--- src/design/wait_factor_calc.sv ---
// Shared constants and the per-register wait factor calculator
`default_nettype none

package wait_pkg;
  // ----------------------------------------------------------------
  // Widths
  // ----------------------------------------------------------------
  localparam int SEL_W = 4;        // Register class code width
  localparam int K_W = 5;          // Wait factor width
  localparam int DIV_W = 6;        // CPU clocks per peripheral clock period
  localparam int CNT_W = 8;        // Access length counter width
  localparam int DATA_W = 16;      // Peripheral data width
  localparam int SET_W = 8;        // System wait setting width
  localparam int M_W = 3;          // Width of m field
  localparam int NUM_W = 10;       // Width of factor numerators

  // ----------------------------------------------------------------
  // Register classes seen on the peripheral bus
  // ----------------------------------------------------------------
  localparam logic [SEL_W-1:0] SEL_PLAIN = 4'h0;        // No extra wait
  localparam logic [SEL_W-1:0] SEL_WD_ONE = 4'h1;       // watchdog_one_mode
  localparam logic [SEL_W-1:0] SEL_WD_TWO = 4'h2;       // watchdog_two_mode
  localparam logic [SEL_W-1:0] SEL_TP_CMP = 4'h3;       // timer_p compare zero/one
  localparam logic [SEL_W-1:0] SEL_TP_CNT = 4'h4;       // timer_p_counter
  localparam logic [SEL_W-1:0] SEL_TM_CTL = 4'h5;       // timer zero/one control
  localparam logic [SEL_W-1:0] SEL_SER_BUF = 4'h6;      // serial_buffer_first..last
  localparam logic [SEL_W-1:0] SEL_STATUS = 4'h7;       // Serial and two-wire status
  localparam logic [SEL_W-1:0] SEL_RT_BUF = 4'h8;       // rt_output_buffer low/high
  localparam logic [SEL_W-1:0] SEL_CONV_CTL = 4'h9;     // Converter mode/channel/compare
  localparam logic [SEL_W-1:0] SEL_CONV_RES = 4'hA;     // converter_result (high)

  // ----------------------------------------------------------------
  // Fixed factors, limits and timing
  // ----------------------------------------------------------------
  localparam logic [K_W-1:0] K_ZERO = 5'h00;
  localparam logic [K_W-1:0] K_ONE = 5'h01;
  localparam logic [K_W-1:0] K_WD_TWO = 5'h03;
  localparam logic [K_W-1:0] K_WD_ONE_MAX = 5'h05;
  localparam logic [K_W-1:0] K_TP_WR_MAX = 5'h02;
  localparam logic [K_W-1:0] K_SER_MAX = 5'h12;         // Back-to-back writes
  localparam logic [K_W-1:0] K_SER_HIT_MAX = 5'h14;     // Collision with receive
  localparam logic [K_W-1:0] K_CONV_MAX = 5'h05;
  localparam logic [K_W-1:0] K_CONV_ALT_MAX = 5'h02;
  localparam logic [NUM_W-1:0] MUL_TWO = 10'h002;
  localparam logic [NUM_W-1:0] MUL_FIVE = 10'h005;
  localparam logic [NUM_W-1:0] SER_SUB_BASE = 10'h004;  // 4 + m term
  localparam logic [3:0] M_BASE = 4'h2;                 // 2 + m term
  localparam logic [3:0] ROUND_LIMIT = 4'h1;            // Remainder kept down
  localparam logic [CNT_W-1:0] BASE_CLOCKS = 8'h03;     // No-wait access length at m of 0
  localparam logic [SET_W-1:0] SET_RESET = 8'h77;
endpackage : wait_pkg

// Combinational wait factor k for the access being presented
module wait_factor_calc
(
  // Access description
  input wire logic [wait_pkg::SEL_W-1:0] sel,
  input wire logic is_write,
  input wire logic [wait_pkg::M_W-1:0] m,
  // Clock ratios and side conditions
  input wire logic [wait_pkg::DIV_W-1:0] main_div,
  input wire logic [wait_pkg::DIV_W-1:0] ser_div,
  input wire logic [wait_pkg::DIV_W-1:0] conv_div,
  input wire logic conv_on_main,
  input wire logic ser_rx_hit,
  input wire logic rt_output_enable,
  // Result
  output logic [wait_pkg::K_W-1:0] k
);

  // Quotient over (2 + m), a remainder of one CPU period or less drops
  function automatic logic [wait_pkg::K_W-1:0] round_k(
    input logic [wait_pkg::NUM_W-1:0] num,
    input logic [3:0] d,
    input logic [wait_pkg::K_W-1:0] lim);
    logic [wait_pkg::NUM_W-1:0] q;
    logic [wait_pkg::NUM_W-1:0] r;
    q = num / {6'h00, d};
    r = num % {6'h00, d};
    if (r > {6'h00, wait_pkg::ROUND_LIMIT})
      q = q + 10'h001;
    // Never above the table maximum
    round_k = (q > {5'h00, lim}) ? lim : q[wait_pkg::K_W-1:0];
  endfunction : round_k

  logic [3:0] d;                       // 2 + m
  logic [wait_pkg::NUM_W-1:0] n_main;  // Main period in CPU clocks
  logic [wait_pkg::NUM_W-1:0] n_ser;   // Serial period in CPU clocks
  logic [wait_pkg::NUM_W-1:0] n_conv;  // Converter period in CPU clocks
  logic [wait_pkg::NUM_W-1:0] ser_num;
  logic [wait_pkg::NUM_W-1:0] ser_sub;

  assign d = wait_pkg::M_BASE + {1'b0, m};
  assign n_main = {4'h0, main_div};
  assign n_ser = {4'h0, ser_div};
  assign n_conv = conv_on_main ? n_main : {4'h0, conv_div};
  assign ser_num = n_ser * wait_pkg::MUL_FIVE;
  assign ser_sub = wait_pkg::SER_SUB_BASE + {7'h00, m};

  // Factor selection per register class and direction
  always_comb
  begin
    k = wait_pkg::K_ZERO;
    unique case (sel)
      wait_pkg::SEL_WD_ONE:
        if (is_write)
          // Cap the quotient one below the maximum so the added one stays in range
          k = round_k(n_main * wait_pkg::MUL_TWO, d,
                      wait_pkg::K_WD_ONE_MAX - wait_pkg::K_ONE) + wait_pkg::K_ONE;
      wait_pkg::SEL_WD_TWO:
        if (is_write)
          k = wait_pkg::K_WD_TWO;
      wait_pkg::SEL_TP_CMP:
        if (is_write)
          k = round_k(n_main * wait_pkg::MUL_FIVE, d, wait_pkg::K_TP_WR_MAX);
        else
          k = wait_pkg::K_ONE;
      wait_pkg::SEL_TP_CNT:
        if (!is_write)
          k = wait_pkg::K_ONE;
      wait_pkg::SEL_TM_CTL:
        if (is_write)
          k = wait_pkg::K_ONE;
      wait_pkg::SEL_SER_BUF:
        if (is_write && ser_rx_hit)
          k = round_k(ser_num, d, wait_pkg::K_SER_HIT_MAX);
        else if (is_write)
          // Subtract the CPU's own access time, never below zero
          k = round_k((ser_num > ser_sub) ? ser_num - ser_sub : '0, d,
                      wait_pkg::K_SER_MAX);
      wait_pkg::SEL_STATUS:
        if (!is_write)
          k = wait_pkg::K_ONE;
      wait_pkg::SEL_RT_BUF:
        if (is_write && !rt_output_enable)
          k = wait_pkg::K_ONE;
      wait_pkg::SEL_CONV_CTL, wait_pkg::SEL_CONV_RES:
        if (is_write == (sel == wait_pkg::SEL_CONV_CTL))
          k = round_k(n_conv * wait_pkg::MUL_TWO, d,
                      conv_on_main ? wait_pkg::K_CONV_ALT_MAX - wait_pkg::K_ONE
                                   : wait_pkg::K_CONV_MAX - wait_pkg::K_ONE)
              + wait_pkg::K_ONE;
      default:
        k = wait_pkg::K_ZERO;
    endcase
  end

endmodule : wait_factor_calc
`default_nettype wire

--- src/design/periph_wait_bridge.sv ---
// CPU to peripheral bus bridge that stretches conflict-prone accesses
// What this block does
// - Insert (2+m) times k CPU clock waits
// - Access lasts 3+m+(2+m)k CPU clocks
// - m comes from wait setting bits 2..0
// - Second watchdog mode write uses k=3
// - First watchdog mode write k 1..5
// - Timer reads k=1, compare writes 0..2
// - Timer control read-modify-write k=1 on write
// - Serial buffer writes k 0..18 or 0..20
// - Serial and two-wire status reads k=1
// - Output buffer writes k=1 when disabled
// - Converter control writes and result reads k 1..5, variant 1..2
// - Remainder up to one period rounds down
// - CPU stalls for the whole inserted wait
// - Computed waits are an upper bound
// - Absent main clock holds the wait until the clock returns or reset
// - No-wait access 3+m clocks, setting resets 77H
`default_nettype none

module periph_wait_bridge
(
  // Clock and reset
  input wire logic sys_clk,
  input wire logic rst_n,
  // CPU access request
  input wire logic cpu_req,
  input wire logic [wait_pkg::SEL_W-1:0] cpu_sel,
  input wire logic cpu_write,
  input wire logic [wait_pkg::DATA_W-1:0] cpu_wdata,
  // System wait setting write
  input wire logic setting_we,
  input wire logic [wait_pkg::SET_W-1:0] setting_wdata,
  // Clock ratios and conditions
  input wire logic [wait_pkg::DIV_W-1:0] main_div,
  input wire logic [wait_pkg::DIV_W-1:0] ser_div,
  input wire logic [wait_pkg::DIV_W-1:0] conv_div,
  input wire logic conv_on_main,
  input wire logic ser_rx_hit,
  input wire logic rt_output_enable,
  input wire logic main_osc_running,
  // Peripheral read data
  input wire logic [wait_pkg::DATA_W-1:0] per_rdata,
  // CPU answer
  output logic cpu_ready,
  output logic cpu_done,
  output logic [wait_pkg::DATA_W-1:0] cpu_rdata,
  // Peripheral strobe
  output logic per_strobe,
  output logic per_write,
  output logic [wait_pkg::SEL_W-1:0] per_sel,
  output logic [wait_pkg::DATA_W-1:0] per_wdata,
  // Status
  output logic [wait_pkg::SET_W-1:0] system_wait_setting,
  output logic [wait_pkg::CNT_W-1:0] last_wait
);

  // ----------------------------------------------------------------
  // State and registers
  // ----------------------------------------------------------------
  typedef enum logic [1:0] {
    ST_IDLE = 2'b00,  // Ready for a request
    ST_WAIT = 2'b01,  // Access in progress
    ST_DONE = 2'b11   // Answer cycle
  } state_t;

  state_t state_r, state_nxt;
  logic [wait_pkg::CNT_W-1:0] cnt_r, cnt_nxt;          // Cycles left
  logic [wait_pkg::SET_W-1:0] setting_r, setting_nxt;  // Wait setting
  logic [wait_pkg::CNT_W-1:0] last_r, last_nxt;        // Last wait inserted
  logic [wait_pkg::CNT_W-1:0] total_r, total_nxt;      // Last access length
  logic ready_r, ready_nxt;
  logic done_r, done_nxt;
  logic [wait_pkg::DATA_W-1:0] rdata_r, rdata_nxt;
  logic strobe_r, strobe_nxt;
  logic write_r, write_nxt;
  logic [wait_pkg::SEL_W-1:0] sel_r, sel_nxt;
  logic [wait_pkg::DATA_W-1:0] wdata_r, wdata_nxt;

  // Current m and factor for the offered request
  logic [wait_pkg::M_W-1:0] m_cur;
  logic [wait_pkg::K_W-1:0] k_cur;
  logic [wait_pkg::CNT_W-1:0] wait_cur;
  logic [wait_pkg::CNT_W-1:0] total_cur;
  logic take;

  assign m_cur = setting_r[wait_pkg::M_W-1:0];
  assign take = cpu_req && (state_r == ST_IDLE);

  // ----------------------------------------------------------------
  // Wait factor
  // ----------------------------------------------------------------
  wait_factor_calc u_calc
  (
    .sel(cpu_sel),
    .is_write(cpu_write),
    .m(m_cur),
    .main_div(main_div),
    .ser_div(ser_div),
    .conv_div(conv_div),
    .conv_on_main(conv_on_main),
    .ser_rx_hit(ser_rx_hit),
    .rt_output_enable(rt_output_enable),
    .k(k_cur)
  );

  // Waits and total length; worst case 190 clocks fits the counter
  assign wait_cur = 8'(({4'h0, wait_pkg::M_BASE} + {5'h00, m_cur}) * {3'h0, k_cur});
  assign total_cur = wait_pkg::BASE_CLOCKS + {5'h00, m_cur} + wait_cur;

  // ----------------------------------------------------------------
  // Next-state logic
  // ----------------------------------------------------------------
  always_comb
  begin
    state_nxt = state_r;
    cnt_nxt = cnt_r;
    setting_nxt = setting_r;
    last_nxt = last_r;
    total_nxt = total_r;
    ready_nxt = ready_r;
    done_nxt = 1'b0;
    rdata_nxt = rdata_r;
    strobe_nxt = 1'b0;
    write_nxt = write_r;
    sel_nxt = sel_r;
    wdata_nxt = wdata_r;
    // Setting takes effect for the next request taken
    if (setting_we)
      setting_nxt = setting_wdata;
    unique case (state_r)
      ST_IDLE:
        if (cpu_req)
        begin
          // Take the request, launch the peripheral strobe
          state_nxt = ST_WAIT;
          cnt_nxt = total_cur - 8'h01;
          last_nxt = wait_cur;
          total_nxt = total_cur;
          ready_nxt = 1'b0;
          strobe_nxt = 1'b1;
          write_nxt = cpu_write;
          sel_nxt = cpu_sel;
          wdata_nxt = cpu_wdata;
        end
      ST_WAIT:
        // Without the main oscillator the count freezes; it resumes when the oscillator runs again
        if (main_osc_running)
        begin
          if (cnt_r == 8'h01)
          begin
            state_nxt = ST_DONE;
            done_nxt = 1'b1;
            ready_nxt = 1'b1;
            rdata_nxt = write_r ? rdata_r : per_rdata;
          end
          else
            cnt_nxt = cnt_r - 8'h01;
        end
      ST_DONE:
        state_nxt = ST_IDLE;
      // Unused code falls back to idle
      default:
        state_nxt = ST_IDLE;
    endcase
  end

  // ----------------------------------------------------------------
  // Registers
  // ----------------------------------------------------------------
  always_ff @(posedge sys_clk)
  begin
    if (!rst_n)
    begin
      state_r <= ST_IDLE;
      cnt_r <= '0;
      setting_r <= wait_pkg::SET_RESET;
      last_r <= '0;
      total_r <= '0;
      ready_r <= 1'b1;
      done_r <= 1'b0;
      rdata_r <= '0;
      strobe_r <= 1'b0;
      write_r <= 1'b0;
      sel_r <= wait_pkg::SEL_PLAIN;
      wdata_r <= '0;
    end
    else
    begin
      state_r <= state_nxt;
      cnt_r <= cnt_nxt;
      setting_r <= setting_nxt;
      last_r <= last_nxt;
      total_r <= total_nxt;
      ready_r <= ready_nxt;
      done_r <= done_nxt;
      rdata_r <= rdata_nxt;
      strobe_r <= strobe_nxt;
      write_r <= write_nxt;
      sel_r <= sel_nxt;
      wdata_r <= wdata_nxt;
    end
  end

  assign cpu_ready = ready_r;
  assign cpu_done = done_r;
  assign cpu_rdata = rdata_r;
  assign per_strobe = strobe_r;
  assign per_write = write_r;
  assign per_sel = sel_r;
  assign per_wdata = wdata_r;
  assign system_wait_setting = setting_r;
  assign last_wait = last_r;

  // ----------------------------------------------------------------
  // Checks
  // ----------------------------------------------------------------
  // Clocks since the request was taken, read only by the checks
  logic [wait_pkg::CNT_W-1:0] elapsed_r;
  always_ff @(posedge sys_clk)
  begin
    if (!rst_n)
      elapsed_r <= '0;
    // The request clock counts as the first clock of the access
    else if (take)
      elapsed_r <= 8'h01;
    else if (elapsed_r != 8'hFF)
      elapsed_r <= elapsed_r + 8'h01;
  end

  property p_len_ok;
    @(posedge sys_clk) disable iff (!rst_n)
    $rose(done_r) && $past(main_osc_running, 1) |-> elapsed_r == total_r;
  endproperty
  a_len_ok: assert property (p_len_ok) else $error("access length wrong");

  property p_wait_ok;
    @(posedge sys_clk) disable iff (!rst_n)
    take |=> last_r == 8'(($past(m_cur) + 8'h02) * $past(k_cur));
  endproperty
  a_wait_ok: assert property (p_wait_ok) else $error("wait count wrong");

  property p_set_ok;
    @(posedge sys_clk) disable iff (!rst_n)
    setting_we |=> m_cur == $past(setting_wdata[2:0]);
  endproperty
  a_set_ok: assert property (p_set_ok) else $error("m not from setting");

  property p_wd_two;
    @(posedge sys_clk) disable iff (!rst_n)
    cpu_sel == wait_pkg::SEL_WD_TWO && cpu_write |-> k_cur == 5'h03;
  endproperty
  a_wd_two: assert property (p_wd_two) else $error("watchdog two factor");

  property p_wd_one;
    @(posedge sys_clk) disable iff (!rst_n)
    cpu_sel == wait_pkg::SEL_WD_ONE && cpu_write |-> k_cur >= 5'h01 && k_cur <= 5'h05;
  endproperty
  a_wd_one: assert property (p_wd_one) else $error("watchdog one factor");

  property p_status;
    @(posedge sys_clk) disable iff (!rst_n)
    cpu_sel == wait_pkg::SEL_STATUS && !cpu_write |-> k_cur == 5'h01;
  endproperty
  a_status: assert property (p_status) else $error("status read factor");

  property p_rt_on;
    @(posedge sys_clk) disable iff (!rst_n)
    cpu_sel == wait_pkg::SEL_RT_BUF && rt_output_enable |-> k_cur == 5'h00;
  endproperty
  a_rt_on: assert property (p_rt_on) else $error("buffer wait when enabled");

  property p_stall;
    @(posedge sys_clk) disable iff (!rst_n)
    take |=> !ready_r throughout (state_r == ST_WAIT) [*2];
  endproperty
  a_stall: assert property (p_stall) else $error("ready during wait");

  property p_hang;
    @(posedge sys_clk) disable iff (!rst_n)
    state_r == ST_WAIT && !main_osc_running |=> state_r == ST_WAIT && !done_r;
  endproperty
  a_hang: assert property (p_hang) else $error("wait ended without clock");

  property p_reset_set;
    @(posedge sys_clk)
    $rose(rst_n) |-> setting_r == 8'h77;
  endproperty
  a_reset_set: assert property (p_reset_set) else $error("bad setting reset");

  c_plain: cover property (@(posedge sys_clk) take && k_cur == 5'h00);
  c_long: cover property (@(posedge sys_clk) take && k_cur > 5'h02);
  c_done: cover property (@(posedge sys_clk) done_r && !write_r);

endmodule : periph_wait_bridge
`default_nettype wire

--- config.mk ---
export PLATFORM = sky130hd
export DESIGN_NAME = periph_wait_bridge
export DESIGN_NICKNAME = d
export VERILOG_FILES = /design/src/design/wait_factor_calc.sv /design/src/design/periph_wait_bridge.sv
export SDC_FILE = /design/constraint.sdc
export NUM_CORES = 1
export LEC_CHECK = 0
export ABC_AREA = 1
export BUFFER_PORTS_ARGS = -buffer_cell sky130_fd_sc_hd__buf_2
export CAP_MARGIN = 15
export CORE_AREA = 2 2 239 123
export CTS_BUF_LIST = sky130_fd_sc_hd__clkbuf_8 sky130_fd_sc_hd__clkbuf_16
export CTS_CLUSTER_DIAMETER = 200
export CTS_CLUSTER_SIZE = 16
export DETAILED_ROUTE_END_ITERATION = 16
export DIE_AREA = 0 0 241 125
export PLACE_DENSITY = 0.85
export SLEW_MARGIN = 5
export SYNTH_ARGS = -nofsm -noshare
export SYNTH_HDL_FRONTEND = slang
export SYNTH_SLANG_ARGS = --single-unit
--- constraint.sdc ---
create_clock -name sys_clk -period 21.5 [get_ports sys_clk]
set_clock_uncertainty 0.1 [all_clocks]
set_input_delay 3.225 -clock sys_clk [delete_from_list [all_inputs] [get_ports sys_clk]]
set_output_delay 3.225 -clock sys_clk [all_outputs]
set_load 0.02 [all_outputs]
==> results.py <==
metrics = {
    "floorplanning": {
        "start_util_pct": 56.8,
        "core_region_area_mm2": 0.0283,
        "chipHeight_um": 125,
        "ios": 127,
        "die_area_mm2": 0.0301,
        "fp-row-count": 44,
        "die_w_um": 241,
    },
    "setup_path": {
        "slowest_stage": "fa_2",
        "critPathMaxStageDelay_ps": 540,
        "arrival_ps": 21250,
        "cp-endpoint": "cnt_r[6]",
        "r2r_start": "system_wait_setting[1]",
        "crit_fanout": 8,
        "crit_required_ps": 21640,
        "path_class": "input port to flip-flop",
        "cp-start-kind": "input port",
        "r2r_cells": 105,
        "worstSetupStartpoint": "ser_div[1]",
        "r2r_setup_slack_ps": 2360,
        "cp_common_cell": "nand2_1",
        "cp-end-kind": "flip-flop",
        "rr_endpoint": "cnt_r[6]",
    },
    "layout": {
        "area_growth_pct": 19.0,
        "finalNetCount": 3176,
        "drive_above_1_share_pct": 20.5,
        "layout_common_cells": "nand2_1 (599), inv_1 (361), nor2_1 (246)",
        "final_common_cell": "nand2_1",
    },
    "timing": {
        "hold_viol": 0,
        "slew_headroom_pct": 28.7,
        "whs_ps": 349,
        "slew_viol_final": 0,
        "min_period_ps": 21120,
        "finalSetupViolations": 0,
        "worst_slew_pin_slew_ps": 1070,
        "post-route-period-util_pct": 98.2,
        "fmax_ghz": 0.0474,
    },
    "yosys": {
        "yosys.area.top_type_share_pct": 17.0,
        "synth_edf_count": 0,
        "synth_seq_area_share_pct": 8.22,
        "yosysTopAreaCell": "ha_1",
        "synth_area_per_cell_um2": 6.12,
        "synth_area_mm2": 0.0161,
        "ys_types": 68,
        "syn_inst": 2627,
        "ys_seq_elements": 66,
        "synth-warning-count": 0,
        "synth-main-ff-cell": "dfxtp_1",
        "synth_area_leaders": "ha_1 (17%), nand2_1 (14%), inv_1 (8.8%), dfxtp_1 (8.2%), xor2_1 (6.0%)",
        "synthArstFlopShare_pct": 0,
    },
    "job": {
        "maxCapViolCount": 0,
    },
    "place": {
        "port_buffers": 126,
        "dpl.hpwl_mm": 38.6,
        "gp_congestion": 0.986,
    },
    "route": {
        "drtIter0Drc": 1921,
        "drc_errors": 0,
        "first_pass_iters": 8,
        "wire_per_inst_um": 15.7,
        "routed_wl_mm": 51.5,
        "vias": 18600,
        "antenna_left": 0,
        "vias_per_cell": 5.68,
    },
    "cts": {
        "cts_tree": "built",
        "clkTransAtPathRegs_ps": 60,
        "htreeDepth": 3,
        "cts.sinks": 66,
        "ctsLongestPathBuffers": 2,
        "cts-root-buf": "clkbuf_16",
        "numCtsBuffers": 9,
        "ctsHoldBuffers": 0,
        "clk-insertion-delay-late_ps": 330,
    },
    "global_routing": {
        "grt_pass1_vias": 16600,
        "grt_max_degree": 57,
        "grt-ovfl-total": 0,
        "grt_pass1_wl_mm": 79.7,
        "antenna_found_initial": 7,
        "gr-usage-all-layers_pct": 31.5,
    },
    "min_path": {
        "worstHoldStart": "cpu_rdata[3]",
        "min_path_type": "flip-flop to flip-flop",
    },
    "run_status": {
        "outcome": "complete, no violations",
    },
}
==> final cells by class <==
class / instances / area [um^2]
inverters: 403 / 1520
repair buffers: 267 / 1700
clock buffers: 9 / 225
flip-flops and latches: 66 / 1320
clock inverters: 7 / 125
fillers: 2340 / 9160
diodes: 7 / 17.5
multi-input cells: 2124 / 13700
well taps: 391 / 489
==> stage by stage <==
stage                     TNS [ps]  area, um^2  util [%]  cells  worst slack, ps
after floorplan                  0       16100         -   2634              202
after global placement       -96.4       17400      61.4   3163            -56.1
after detailed placement     -7990       17400      61.4   3163            -1150
after CTS                        0       18000      63.5   3194             13.5
after global routing         -3150       19100      67.6   3274             -555
final                            0       19100      67.6   3274              384
==> metal layers <==
layer	part of all wire (%)	GRT usage [%]	wire, um	vias to the layer above
li1	-	-	-	9088
met1	45	47.5	23200	8487
met2	43	47.4	22300	908
met3	9.3	4.37	4790	111
met4	2.3	6.06	1190	0
met5	0	0	0	-
==> kinds of logic (layout without fill, tap and decap cells) <==
group	Yosys count	after routing	synth area share [%]
compound gates	451	451	16.3
xor+xnor	161	161	8.86
fa+ha+maj	234	234	18.9
buf+inv	446	686	11.0
flops	66	66	8.22
mux	2	2	0.124
other cells	1	15	0.0233
simple gates	1266	1268	36.6
==> worst min path at each step <==
| stage | to | slack (ps) | cells after the start |
|---|---|---|---|
| global route | cpu_rdata[2] | 370 | 2 |
| global placement | cpu_rdata[8] | 330 | 2 |
| floorplan | cnt_r[3] | 370 | 2 |
| CTS | cpu_rdata[3] | 340 | 2 |
| detailed placement | cpu_rdata[3] | 340 | 2 |
| finish | cpu_rdata[3] | 350 | 2 |
==> Yosys cell counts (4+ instances only) <==
cell,instances
nand2_1,620
nand2_4,5
o211ai_1,6
inv_2,23
nor2_1,255
nor4_1,11
ha_1,219
and3_1,5
xnor2_1,48
nor2_2,24
a211oi_1,5
inv_1,376
buf_2,5
a21oi_1,126
buf_6,9
fa_1,15
a21o_1,19
buf_4,5
and2_1,6
clkbuf_1,23
o21ai_0,172
o31ai_1,5
nand4_1,54
a31oi_1,8
o21ai_2,13
clkinv_1,4
nand3b_1,15
a21oi_2,5
nor2_4,20
nand3_2,21
o22ai_1,6
o21a_1,6
nand2_2,37
or2_2,11
dfxtp_1,66
nor3_1,20
xor2_1,111
nand3_1,140
o21bai_1,28
o21ai_1,34
nand3_4,6
==> worst max-delay path: cells and delay by family <==
family / cells / cell delay, ps
buf+inv: 26 / 2120
simple gates: 53 / 5760
fa+ha+maj: 18 / 5670
compound gates: 30 / 4330
xor+xnor: 1 / 110
==> what timing repair did <==
| item | CTS | global route |
|---|---|---|
| gates resized for setup | 27 | 155 |
| pin swaps | 14 | 81 |
| cloned | 0 | 2 |
| setup endpoints to repair | 9 | 13 |
| setup buffers | 15 | 71 |
==> sequential cells by signal, indices dropped and copies added, names as in the netlist <==
register / cells
system_wait_setting: 8
cpu_rdata: 16
state_r: 2
cpu_ready: 1
per_wdata: 16
last_wait: 8
per_strobe: 1
cpu_done: 1
per_sel: 4
per_write: 1
cnt_r: 8
Power is left out: the tool's default activity adds up to more than one toggle a clock period on the data nets, which glitch-free logic cannot reach.
